### src/timer_params.svh
`ifndef TIMER_PARAMS_SVH
`define TIMER_PARAMS_SVH

// ==========================================================
// Register map
`define OFS_PERIOD      8'h00
`define OFS_DUTY        8'h04
`define OFS_CONTROL     8'h08
`define OFS_STATUS      8'h0C
`define DATA_RESET      16'hFFFF
`define CTRL_RESET      8'h00

// ==========================================================
// Control field encodings
`define START_STOP      2'h0
`define START_CMD       2'h1
`define START_FALL      2'h3
`define MODE_TCE        2'h0
`define MODE_PULSE_OUT  2'h3
`define CLK_SEL_SLOW    2'h0
`define CLK_SEL_MID     2'h1
`define CLK_SEL_FAST    2'h2
`define CLK_EXTERNAL    2'h3

// ==========================================================
// Prescaler and timing
`define DIV_WIDTH       11
`define TAP_SLOW_MSB    10
`define TAP_MID_MSB     6
`define TAP_FAST_MSB    2
`define LF_DIV_LAST     3'h7
`define PCLK_HZ         10000000
`define HF_CLK_HZ       10000000
`define NOISE_REJECT_HF 4
`define NOISE_REJECT_CYCLES ((`NOISE_REJECT_HF * `PCLK_HZ) / `HF_CLK_HZ)

`endif

### src/timer_types_pkg.sv
package timer_types_pkg;

	typedef enum logic [1:0] {
		RUN_STOPPED  = 2'h0,
		RUN_ARMED    = 2'h1,
		RUN_COUNTING = 2'h3
	} run_state_t;

	typedef enum logic [1:0] {
		PWR_NORMAL    = 2'h0,
		PWR_IDLE      = 2'h1,
		PWR_LOW_SPEED = 2'h2,
		PWR_SLEEP     = 2'h3
	} power_mode_t;

	typedef struct packed {
		logic       tff;
		logic       opt;
		logic [1:0] start;
		logic [1:0] clk_sel;
		logic [1:0] mode;
	} control_t;

endpackage

### src/sixteen_bit_timer_counter.sv
`timescale 1ns/10ps
`include "timer_params.svh"

module sixteen_bit_timer_counter (
	input  logic                          pclk,
	input  logic                          presetn,
	input  logic [7:0]                    paddr,
	input  logic                          psel,
	input  logic                          penable,
	input  logic                          pwrite,
	input  logic [31:0]                   pwdata,
	input  logic [3:0]                    pstrb,
	output logic [31:0]                   prdata,
	output logic                          pready,
	output logic                          pslverr,
	input  logic                          counter_input_pin,
	input  timer_types_pkg::power_mode_t  power_mode,
	input  logic                          deep_stop_entry,
	input  logic                          prescaler_tap_select,
	input  logic                          low_freq_tick,
	output logic                          match_interrupt
);
	timer_types_pkg::control_t   ctrl_q;
	timer_types_pkg::control_t   ctrl_d;
	timer_types_pkg::run_state_t run_q;
	timer_types_pkg::run_state_t run_d;
	logic [15:0]                 period_q;
	logic [15:0]                 period_stage_q;
	logic [15:0]                 duty_q;
	logic [15:0]                 duty_stage_q;
	logic [15:0]                 cnt_q;
	logic [15:0]                 cnt_d;
	logic                        period_pend_q;
	logic                        duty_pend_q;
	logic                        pin_clean;
	logic                        pin_prev_q;
	logic [`DIV_WIDTH-1:0]       div_q;
	logic [2:0]                  lf_div_q;
	logic                        pready_q;
	logic                        pslverr_q;
	logic [31:0]                 prdata_q;
	logic                        irq_q;
	logic                        irq_d;

	// ==========================================================
	// Helpers
	function automatic logic [15:0] merge_stage(input logic [15:0] stage,
		input logic [31:0] wdata, input logic [3:0] strb);
		merge_stage = stage;
		if (strb[0]) merge_stage[7:0] = wdata[7:0];
		if (strb[1]) merge_stage[15:8] = wdata[15:8];
	endfunction

	function automatic logic tap_hit(input logic [`DIV_WIDTH-1:0] div, input logic [1:0] sel);
		case (sel)
			`CLK_SEL_SLOW: tap_hit = &div[`TAP_SLOW_MSB:0];
			`CLK_SEL_MID:  tap_hit = &div[`TAP_MID_MSB:0];
			`CLK_SEL_FAST: tap_hit = &div[`TAP_FAST_MSB:0];
			default:       tap_hit = 1'b0;
		endcase
	endfunction

	// ==========================================================
	// APB decode
	wire apb_access  = psel & penable;
	wire apb_done    = apb_access & pready_q;
	wire hit_period  = paddr == `OFS_PERIOD;
	wire hit_duty    = paddr == `OFS_DUTY;
	wire hit_control = paddr == `OFS_CONTROL;
	wire hit_status  = paddr == `OFS_STATUS;
	wire addr_hit    = hit_period | hit_duty | hit_control | hit_status;
	wire period_wr   = apb_done & pwrite & hit_period;
	// Duty is only software-writable in pulse output mode
	wire duty_wr     = apb_done & pwrite & hit_duty & (ctrl_q.mode == `MODE_PULSE_OUT);
	wire ctrl_wr     = apb_done & pwrite & hit_control & pstrb[0];
	wire quiet       = ~ctrl_wr & ~deep_stop_entry;

	wire [31:0] rdata_mux =
		hit_period  ? {16'h0000, period_q} :
		hit_duty    ? {16'h0000, duty_q} :
		hit_control ? {24'h000000, ctrl_q} :
		hit_status  ? {12'h000, duty_pend_q, period_pend_q, run_q, cnt_q} :
		32'h0000_0000;

	// One wait state: pready rises in the second access cycle
	always_ff @(posedge pclk or negedge presetn) begin
		if (!presetn) begin
			pready_q  <= 1'b0;
			pslverr_q <= 1'b0;
			prdata_q  <= 32'h0000_0000;
		end else begin
			pready_q  <= apb_access & ~pready_q;
			pslverr_q <= apb_access & ~pready_q & ~addr_hit;
			prdata_q  <= (apb_access & ~pready_q) ? rdata_mux : prdata_q;
		end
	end

	// ==========================================================
	// Control register
	always_comb begin
		ctrl_d = ctrl_wr ? timer_types_pkg::control_t'(pwdata[7:0]) : ctrl_q;
		// Deep stop wins over the start field of a concurrent software write
		if (deep_stop_entry) begin
			ctrl_d.start = `START_STOP;
		end
	end

	always_ff @(posedge pclk or negedge presetn) begin
		if (!presetn) begin
			ctrl_q <= timer_types_pkg::control_t'(`CTRL_RESET);
		end else begin
			ctrl_q <= ctrl_d;
		end
	end

	// ==========================================================
	// Counter input pin and source clock
	wire filter_bypass = (power_mode == timer_types_pkg::PWR_LOW_SPEED) ||
		(power_mode == timer_types_pkg::PWR_SLEEP);

	pin_noise_filter #(
		.REJECT_CYCLES (`NOISE_REJECT_CYCLES)
	) u_pin_filter (
		.pclk      (pclk),
		.presetn   (presetn),
		.pin_raw   (counter_input_pin),
		.bypass    (filter_bypass),
		.pin_clean (pin_clean)
	);

	wire pin_rise      = pin_clean & ~pin_prev_q;
	wire pin_fall      = ~pin_clean & pin_prev_q;
	wire count_edge    = (ctrl_q.start == `START_FALL) ? pin_fall : pin_rise;
	wire opp_edge      = (ctrl_q.start == `START_FALL) ? pin_rise : pin_fall;
	wire ext_clock     = ctrl_q.clk_sel == `CLK_EXTERNAL;
	wire use_lf        = prescaler_tap_select | filter_bypass;
	wire lf_clk_tick   = low_freq_tick & (lf_div_q == `LF_DIV_LAST);
	// Faster taps are unavailable while the slow clock drives the core
	wire internal_tick = ((ctrl_q.clk_sel == `CLK_SEL_SLOW) && use_lf) ? lf_clk_tick :
		(!filter_bypass && tap_hit(div_q, ctrl_q.clk_sel));
	wire src_tick      = ext_clock ? count_edge : internal_tick;

	always_ff @(posedge pclk or negedge presetn) begin
		if (!presetn) begin
			pin_prev_q <= 1'b0;
			div_q      <= '0;
			lf_div_q   <= 3'h0;
		end else begin
			pin_prev_q <= pin_clean;
			div_q      <= div_q + `DIV_WIDTH'(1);
			lf_div_q   <= low_freq_tick ? lf_div_q + 3'h1 : lf_div_q;
		end
	end

	// ==========================================================
	// Mode decode
	wire mode_tce   = ctrl_q.mode == `MODE_TCE;
	wire started    = ctrl_q.start != `START_STOP;
	wire is_timer   = mode_tce & (ctrl_q.start == `START_CMD);
	wire is_trigger = mode_tce & ctrl_q.start[1] & ~ext_clock;
	wire is_event   = mode_tce & ctrl_q.start[1] & ext_clock;
	wire counting   = run_q == timer_types_pkg::RUN_COUNTING;
	wire match      = cnt_q == period_q;
	wire capture_en = ctrl_q.opt & (is_timer | is_event) & counting & src_tick;

	// ==========================================================
	// Counter state machine
	always_comb begin
		run_d = run_q;
		cnt_d = cnt_q;
		irq_d = 1'b0;
		if (!started || !mode_tce) begin
			// Window, width and pulse modes are not counted here
			run_d = timer_types_pkg::RUN_STOPPED;
			cnt_d = 16'h0000;
		end else begin
			case (run_q)
				timer_types_pkg::RUN_STOPPED: begin
					run_d = is_trigger ? timer_types_pkg::RUN_ARMED
						: timer_types_pkg::RUN_COUNTING;
				end
				timer_types_pkg::RUN_ARMED: begin
					if (count_edge) begin
						run_d = timer_types_pkg::RUN_COUNTING;
					end
				end
				timer_types_pkg::RUN_COUNTING: begin
					if (is_event) begin
						if (opp_edge && match) begin
							cnt_d = 16'h0000;
							irq_d = 1'b1;
						end else if (src_tick) begin
							cnt_d = cnt_q + 16'h0001;
						end
					end else if (src_tick && match) begin
						cnt_d = 16'h0000;
						irq_d = 1'b1;
						if (is_trigger) begin
							run_d = timer_types_pkg::RUN_ARMED;
						end
					end else if (is_trigger && ctrl_q.opt && opp_edge) begin
						cnt_d = 16'h0000;
						run_d = timer_types_pkg::RUN_ARMED;
					end else if (src_tick) begin
						cnt_d = cnt_q + 16'h0001;
					end
				end
				default: begin
					run_d = timer_types_pkg::RUN_STOPPED;
				end
			endcase
		end
	end

	always_ff @(posedge pclk or negedge presetn) begin
		if (!presetn) begin
			run_q <= timer_types_pkg::RUN_STOPPED;
			cnt_q <= 16'h0000;
			irq_q <= 1'b0;
		end else begin
			run_q <= run_d;
			cnt_q <= cnt_d;
			irq_q <= irq_d;
		end
	end

	// ==========================================================
	// Period and duty registers, staged behind the upper byte
	always_ff @(posedge pclk or negedge presetn) begin
		if (!presetn) begin
			period_stage_q <= `DATA_RESET;
			period_q       <= `DATA_RESET;
			period_pend_q  <= 1'b0;
		end else begin
			period_stage_q <= period_wr ? merge_stage(period_stage_q, pwdata, pstrb) : period_stage_q;
			period_q       <= (period_pend_q & src_tick) ? period_stage_q : period_q;
			period_pend_q  <= (period_wr & pstrb[1]) | (period_pend_q & ~src_tick);
		end
	end

	always_ff @(posedge pclk or negedge presetn) begin
		if (!presetn) begin
			duty_stage_q <= `DATA_RESET;
			duty_q       <= `DATA_RESET;
			duty_pend_q  <= 1'b0;
		end else begin
			duty_stage_q <= duty_wr ? merge_stage(duty_stage_q, pwdata, pstrb) : duty_stage_q;
			if (capture_en) begin
				duty_q <= cnt_q;
			end else if (duty_pend_q & src_tick) begin
				duty_q <= duty_stage_q;
			end
			duty_pend_q  <= (duty_wr & pstrb[1]) | (duty_pend_q & ~src_tick);
		end
	end

	assign prdata          = prdata_q;
	assign pready          = pready_q;
	assign pslverr         = pslverr_q;
	assign match_interrupt = irq_q;
endmodule

### src/pin_noise_filter.sv
`timescale 1ns/10ps
module pin_noise_filter #(
	parameter int REJECT_CYCLES = 4
) (
	input  logic pclk,
	input  logic presetn,
	input  logic pin_raw,
	input  logic bypass,
	output logic pin_clean
);
	localparam int CW = $clog2(REJECT_CYCLES + 1);
	localparam logic [CW-1:0] REJECT_LAST = CW'(REJECT_CYCLES);

	logic          sync1_q;
	logic          sync2_q;
	logic          clean_q;
	logic [CW-1:0] stable_q;

	// ==========================================================
	// Filter: a new level must outlast the reject window
	wire differs = sync2_q != clean_q;
	wire accept  = bypass | (differs & (stable_q == REJECT_LAST));

	always_ff @(posedge pclk or negedge presetn) begin
		if (!presetn) begin
			sync1_q  <= 1'b0;
			sync2_q  <= 1'b0;
			clean_q  <= 1'b0;
			stable_q <= '0;
		end else begin
			sync1_q  <= pin_raw;
			sync2_q  <= sync1_q;
			clean_q  <= accept ? sync2_q : clean_q;
			stable_q <= (differs & ~accept) ? stable_q + CW'(1) : '0;
		end
	end

	assign pin_clean = clean_q;
endmodule

### config.mk
export PLATFORM = sky130hd
export DESIGN_NAME = sixteen_bit_timer_counter
export DESIGN_NICKNAME = d
export VERILOG_FILES = /design/src/timer_types_pkg.sv /design/src/sixteen_bit_timer_counter.sv /design/src/pin_noise_filter.sv
export VERILOG_INCLUDE_DIRS = /design/src
export SDC_FILE = /design/constraint.sdc
export NUM_CORES = 1
export LEC_CHECK = 0
export BUFFER_PORTS_ARGS = -buffer_cell sky130_fd_sc_hd__buf_4
export CORE_MARGIN = 2
export CORE_UTILIZATION = 50
export CTS_BUF_LIST = sky130_fd_sc_hd__clkbuf_16
export DETAILED_ROUTE_END_ITERATION = 10
export PLACE_DENSITY = 0.77
export SKIP_CTS_REPAIR_TIMING = 1
export SLEW_MARGIN = 20
export SYNTH_ARGS = -nofsm -noshare
export SYNTH_HDL_FRONTEND = slang
export SYNTH_SLANG_ARGS = --single-unit
### constraint.sdc
create_clock -name pclk -period 2.35 [get_ports pclk]
set_input_delay 0.47 -clock pclk [delete_from_list [all_inputs] [get_ports pclk]]
set_output_delay 0.47 -clock pclk [all_outputs]
set_load 0.01 [all_outputs]
==> metrics.txt, run 1 <==
number of port buffers=58; Post-synth top cells=dfrtp_1 (72), dfstp_2 (64), mux2_2 (55); type of origin of the critical path=flip-flop; Crit. End Element=flip-flop; setup TNS=0 ps; drt total wl=15300 um; largest cells by area after synthesis=dfrtp_1 (27%), dfstp_2 (25%), mux2_2 (9.2%); Mapped Cells=548; Mapped Area=0.00670 mm2; vias in the first global route=4707; Worst path max stage delay=380 ps; Max-Cap Viols=0; largest net degree at the start of global routing=46; post-route cell area=0.00801 mm2; CTS clk-pin slew, worst paths=60 ps; Core Rows=42; FF-to-FF path depth=9; final std cells w/o fill=816; Ys Warns=0; WP depth=9; TritonCTS clock tree=done; WP buf/inv=2; Slew headroom=55.7%; worst-margin pin slew=665 ps; Clock Tree Root=clkbuf_16; initial antenna violation count=0; post-synth top area share=26.9%; gpl congestion=0.865; post-synthesis sequential area ratio=52.0%; PD cells=636 mW/mm2; 1st-pass router iterations=5; gr busiest metal=met2; Final Slew Violations=0; FILL cells=1030; ys flop type=dfrtp_1; critical path fanouts, max=18; Die Y=120 um; Crit Reg-Reg Startpoint=div_q[1]$_DFF_PN0_; f_max=0.449 GHz; area delta synth->final=19.5%; die width=120 um; vias per cell=5.80; clk_lat worst skew=420 ps; I/O pins=90; Initial DRC Count=477; Post-synth ARST share=100%; GR Util met2=35.6%; WHS=86.6 ps; arrival time of the worst setup path=2570 ps; Routed Antenna Nets=0; All-Layer GR Usage=22.5%; CP Capture Point=duty_q[14]$_DFFE_PN1P_; Hold Path Class=primary input to asynchronous set/reset pin; HPWL Detailed=10700 um; routed vias=4731; Initial Utilization=50.8%; slowest stage cell, crit path=o311ai_4; Core Area=0.0132 mm2; flop-to-flop setup slack=120 ps; final hold violations=0; final worst path period share=94.7%; critical path class=flip-flop to flip-flop; NumNets Final=689; crit path from=div_q[1]$_DFF_PN0_; status=finished clean; Multi-input gate area=0.00298 mm2; Die ar.=0.0143 mm2; first-pass GRT wire length=24600 um; share of cells above drive strength 1=42.8%; Crit path required time=2690 ps; cell family with most CP delay=compound AO/OA/AOI/OAI gates; Post-synth EDFFs=0; clock buffer count from CTS=17; most numerous cell in the Yosys netlist=dfrtp_1; Register Area=0.00348 mm2; DP Cell Count=783; leak pwr=3.68 nW; DRC=0; RSZ-0062 raised after global routing=no; syn_area_per_cell=12.2 um2; Final Util=60.7%; clk_skew=7.93 ps; Netlist cell types=57; Yosys reg bits=136; CTS sink cnt=136; final critical-path required period=2230 ps; met1 track demand over resource=29.5%; DR WL/cell=18.7 um; Final Setup Violations=0; maximum resistive drop on vdd=0.000578 V; CTS H-tree lvls=4; crit path cell chain=ha_1 > and3_2 > nand4_4 > o311ai_4 > buf_6 > nand3_4 > buf_12 > mux2i_1 > a21oi_1; met3 track utilization from global routing=5.37%; placed cell areas=0.00744 mm2; total gr overflow=0; Clock Path Buffers=2; Synth area leader=dfrtp_1; FF-to-FF End=duty_q[14]$_DFFE_PN1P_; # diodes=0
-- how the worst min path moves through the flow --
stage	end	startpoint	cells past startpoint	slack (ps)
CTS	div_q[2]$_DFF_PN0_	presetn	1	90
floorplan	cnt_q[0]$_DFFE_PN0P_	presetn	0	170
detailed placement	u_pin_filter.sync2_q$_DFF_PN0_	u_pin_filter.sync1_q$_DFF_PN0_	0	370
finish	ctrl_q[3]$_DFFE_PN0P_	presetn	1	90
global placement	u_pin_filter.sync2_q$_DFF_PN0_	u_pin_filter.sync1_q$_DFF_PN0_	0	380
global route	u_pin_filter.sync1_q$_DFF_PN0_	presetn	1	110
-- worst register-to-register path, stage by stage, from the launching register on --
cell      delay, ps
dfrtp_1         370
ha_1            180
and3_2          250
nand4_4         140
o311ai_4        380
buf_6           250
nand3_4          90
buf_12          170
mux2i_1         150
a21oi_1         170
-- power by group --
group / leakage (nW) / switching (mW) / internal, mW
Combinational: 1.77 / 0.182 / 0.128
Clock: 0.268 / 0.955 / 1.41
Sequential: 1.63 / 0.0249 / 2.39
-- layout by cell type (no fill, tap or decap), types with 4 or more instances in the layout --
| master | count |
|---|---|
| nor2_1 | 36 |
| xor2_1 | 5 |
| mux2i_1 | 28 |
| dfrtp_1 | 72 |
| a22oi_1 | 8 |
| a21oi_1 | 35 |
| xnor2_1 | 21 |
| inv_1 | 18 |
| clkbuf_16 | 17 |
| nand2_1 | 18 |
| conb_1 | 12 |
| nand3_1 | 16 |
| dfstp_2 | 64 |
| buf_4 | 83 |
| mux2_4 | 11 |
| and3_1 | 11 |
| o21ai_0 | 13 |
| clkinv_2 | 5 |
| ha_1 | 7 |
| nand4_1 | 20 |
| nand3b_1 | 4 |
| mux4_2 | 8 |
| buf_12 | 5 |
| mux2_2 | 55 |
| a22o_1 | 12 |
-- flip-flops by register name, summed over array words and instances (netlist names) --
name                    flops
cnt_q                      16
ctrl_q                      8
div_q                      11
duty_pend_q                 1
duty_q                     16
duty_stage_q               16
lf_div_q                    3
match_interrupt             1
period_pend_q               1
period_q                   16
period_stage_q             16
pin_prev_q                  1
prdata                     20
pready                      1
pslverr                     1
run_q                       2
u_pin_filter.pin_clean      1
u_pin_filter.stable_q       3
u_pin_filter.sync1_q        1
u_pin_filter.sync2_q        1
-- metrics by stage --
stage,worst slack (ps),total power [mW]
3_5_place_dp,-108,2.76
2_1_floorplan,256,2.61
5_1_grt,2.07,5.28
4_1_cts,-146,5.13
6_report,125,5.09
3_3_place_gp,7.45,2.74
-- metal layers --
metal  vias up  part of all wire, %
met2       194                   49
li1       2124                    -
met3        42                  5.9
met1      2371                   42
met4         0                  3.1
met5         -                    0
-- area by class of cell --
cell class | count | share of cell area (%)
Sequential cell | 136 | 43.5
Multi-Input combinational cell | 368 | 37.2
Timing Repair Buffer | 90 | 9.36
Clock buffer | 17 | 5.31
Tap cell | 176 | 2.75
Clock inverter | 15 | 1.25
Inverter | 14 | 0.656
-- cells by family (layout without fill, tap and decap cells) --
logic type      count (synthesis)  in the layout  share of synthesized area [%]
other cells                     1             12                         0.0560
flops                         136            136                           52.0
fa+ha+maj                       7              7                           1.31
xor+xnor                       26             26                           3.40
simple gates                  133            133                           11.3
buf+inv                        55            136                           4.41
compound gates                 88             88                           9.00
mux                           102            102                           18.6
Note: power is estimated with default switching activity, not from simulation.
==> run 2: changes to the inputs <==
CORE_MARGIN = not set   (was 2)
SKIP_LAST_GASP = 1   (was not set)
SYNTH_HIERARCHICAL = 1   (was not set)
==> run 2 against run 1 <==
Total power up 19%. Non-clock buffer count rose by 28. Critical path depth shrank 1. Count of clock-buffer cells in the layout unchanged. Critical endpoint is now cnt_q[9]$_DFFE_PN0P_. Sequential power grew 13%. Core utilization is 3.4 points higher. Routed wire length up 12%. First-iteration DRC count decreased by 26%. Sequential cell count stayed put.
==> metrics.txt, run 2 <==
maximum resistive drop on vdd=0.000538 V; post-synth top area share=26.8%; Register Area=0.00348 mm2; clk_lat worst skew=420 ps; DRC=0; Initial DRC Count=355; Clock Tree Root=clkbuf_16; routed vias=5111; Multi-input gate area=0.00299 mm2; HPWL Detailed=11800 um; f_max=0.427 GHz; Die ar.=0.0139 mm2; worst-margin pin slew=698 ps; Synth Area in XOR/XNOR=3.39%; Largest register FFs=20; Post-synth ARST share=100%; dpl ws=-35.9 ps; Max-Cap Viols=0; largest cells by area after synthesis=dfrtp_1 (27%), dfstp_2 (25%), mux2_2 (11%); final hold violations=0; syn_area_per_cell=12.1 um2; final critical-path required period=2340 ps; Ys Warns=6; Die Y=118 um; post-synthesis sequential area ratio=51.8%; Crit. End Element=flip-flop; first-pass GRT wire length=28200 um; combinational share of power=13.2%; DR WL/cell=20.4 um; most frequent cells in the layout=buf_4 (111), dfrtp_1 (72), mux2_2 (65); Total Power=6.07 mW; leak pwr=3.60 nW; 1st-pass router iterations=7; multiplexer area fraction after synthesis=14.2%; critical path fanouts, max=5; placed cell areas=0.00761 mm2; area delta synth->final=22.8%; gpl congestion=0.882; # diodes=0; most numerous cell in the Yosys netlist=dfrtp_1; share of cells above drive strength 1=46.6%; Crit path required time=2640 ps; Synth area leader=dfrtp_1; final worst path period share=99.7%; Core Rows=41; FILL cells=973; CTS clk-pin slew, worst paths=60 ps; power share of the clock group=41.9%; Sw Pwr=1.57 mW; WHS=67.1 ps; PD cells=735 mW/mm2; number of port buffers=58; critical path class=flip-flop to flip-flop; most common cell after layout, fill and taps aside=buf_4; Seq pwr share=45.0%; NumNets Final=720; type of origin of the critical path=flip-flop; largest net degree at the start of global routing=48; CTS H-tree lvls=4; adder-cell share of the synthesized area=1.30%; Core Area=0.0129 mm2; internal power=4.49 mW; ys flop type=dfrtp_1; Yosys reg bits=136; Hold Path Class=primary input to asynchronous set/reset pin; switch share=25.9%; Compound-Gate Fraction of Synth Area=13.4%; arrival time of the worst setup path=2630 ps; initial antenna violation count=0; status=finished clean; largest family of logic cells by synthesized area=multiplexers; TritonCTS clock tree=done; Routed Antenna Nets=0; vias in the first global route=5258; Mapped Cells=556; CTS sink cnt=136; total gr overflow=0; Final Setup Violations=0; Final WS setup=6.21 ps; clk_skew=8.07 ps; vias per cell=6.06; All-Layer GR Usage=26.4%; Post-synth EDFFs=0; Post-synth top cells=dfrtp_1 (72), mux2_2 (65), dfstp_2 (64); Netlist cell types=66; I/O pins=90; post-synthesis simple-gate area fraction=10.6%; Slew headroom=53.1%; Clock Path Buffers=2; Mapped Area=0.00672 mm2; RSZ-0062 raised after global routing=yes; Initial Utilization=52.2%; clock buffer count from CTS=17; die width=118 um; Final Slew Violations=0; drt total wl=17200 um; post-route cell area=0.00825 mm2
## run 2: cell count changes in the layout (fill, tap and decap cells not counted), sizes merged, moves of 6 or more
cell and delta:
nor2 -19, and3 -6, nand4 -7, a31oi +6, nand2 +24, mux2i -24, a21oi -29, a2bb2oi +16
o211ai +7, o22ai +17, buf +28
## run 2: routing by layer
layer | track usage, % | vias to the layer above | wire length, um
li1 | - | 2277 | -
met1 | 35.0 | 2590 | 7410
met2 | 40.8 | 214 | 8260
met3 | 6.64 | 30 | 1080
met4 | 11.9 | 0 | 439
met5 | 0 | - | 0
## run 2: area by class of cell
type                            count  share of cell area (%)
Sequential cell                   136                    42.2
Multi-Input combinational cell    372                    36.3
Clock inverter                     15                    1.71
Timing Repair Buffer              118                    11.5
Inverter                           13                   0.591
Clock buffer                       17                    5.15
Tap cell                          172                    2.61
## run 2: critical path, stage by stage (launching register included)
cell	delay, ps
dfrtp_1	360
ha_2	200
nand3_2	80
or4_4	520
buf_6	150
o211a_4	270
or4_4	430
nand4_1	100
o311ai_2	100
## run 2: per-stage QoR
step / setup TNS (ps) / utilization, % / instances
2_1_floorplan: 0 / - / 567
3_3_place_gp: -4.79 / 59.1 / 810
3_5_place_dp: -85.2 / 59.1 / 810
4_1_cts: -310 / 63.5 / 842
5_1_grt: -852 / 64.1 / 843
6_report: 0 / 64.1 / 843
## run 2: logic make-up (layout without fill, tap and decap cells)
kind of cell,after synthesis,after routing
buffers and inverters,60,163
and+or+nand+nor,133,133
xor gates and xnor gates,26,26
DFF,136,136
AOI/OAI and AO/OA,116,117
muxes,77,77
other,1,12
adders and majority gates,7,7
## run 2: path summary, 6_finish.rpt
path | from | to | slack [ps] | cells past startpoint
max | div_q[1]$_DFF_PN0_ | cnt_q[9]$_DFFE_PN0P_ | 6 | 8
min | presetn | ctrl_q[1]$_DFFE_PN0P_ | 70 | 1
max reg2reg | div_q[1]$_DFF_PN0_ | cnt_q[9]$_DFFE_PN0P_ | 6 | 8
min reg2reg | u_pin_filter/sync1_q$_DFF_PN0_ | u_pin_filter/sync2_q$_DFF_PN0_ | 360 | 0
max in group asynchronous | presetn | duty_q[0]$_DFFE_PN1P_ | 1530 | 2
min in group pclk | counter_input_pin | u_pin_filter/sync1_q$_DFF_PN0_ | 150 | 1
## run 2: power by group through the flow
stage	registers, mW	clock network (mW)	logic [mW]
final	2.73	2.54	0.798
after global routing	2.75	2.68	0.871
after floorplan	2.73	0	0.510
after CTS	2.73	2.59	0.787
after global placement	2.75	0	0.747
after detailed placement	2.76	0	0.783
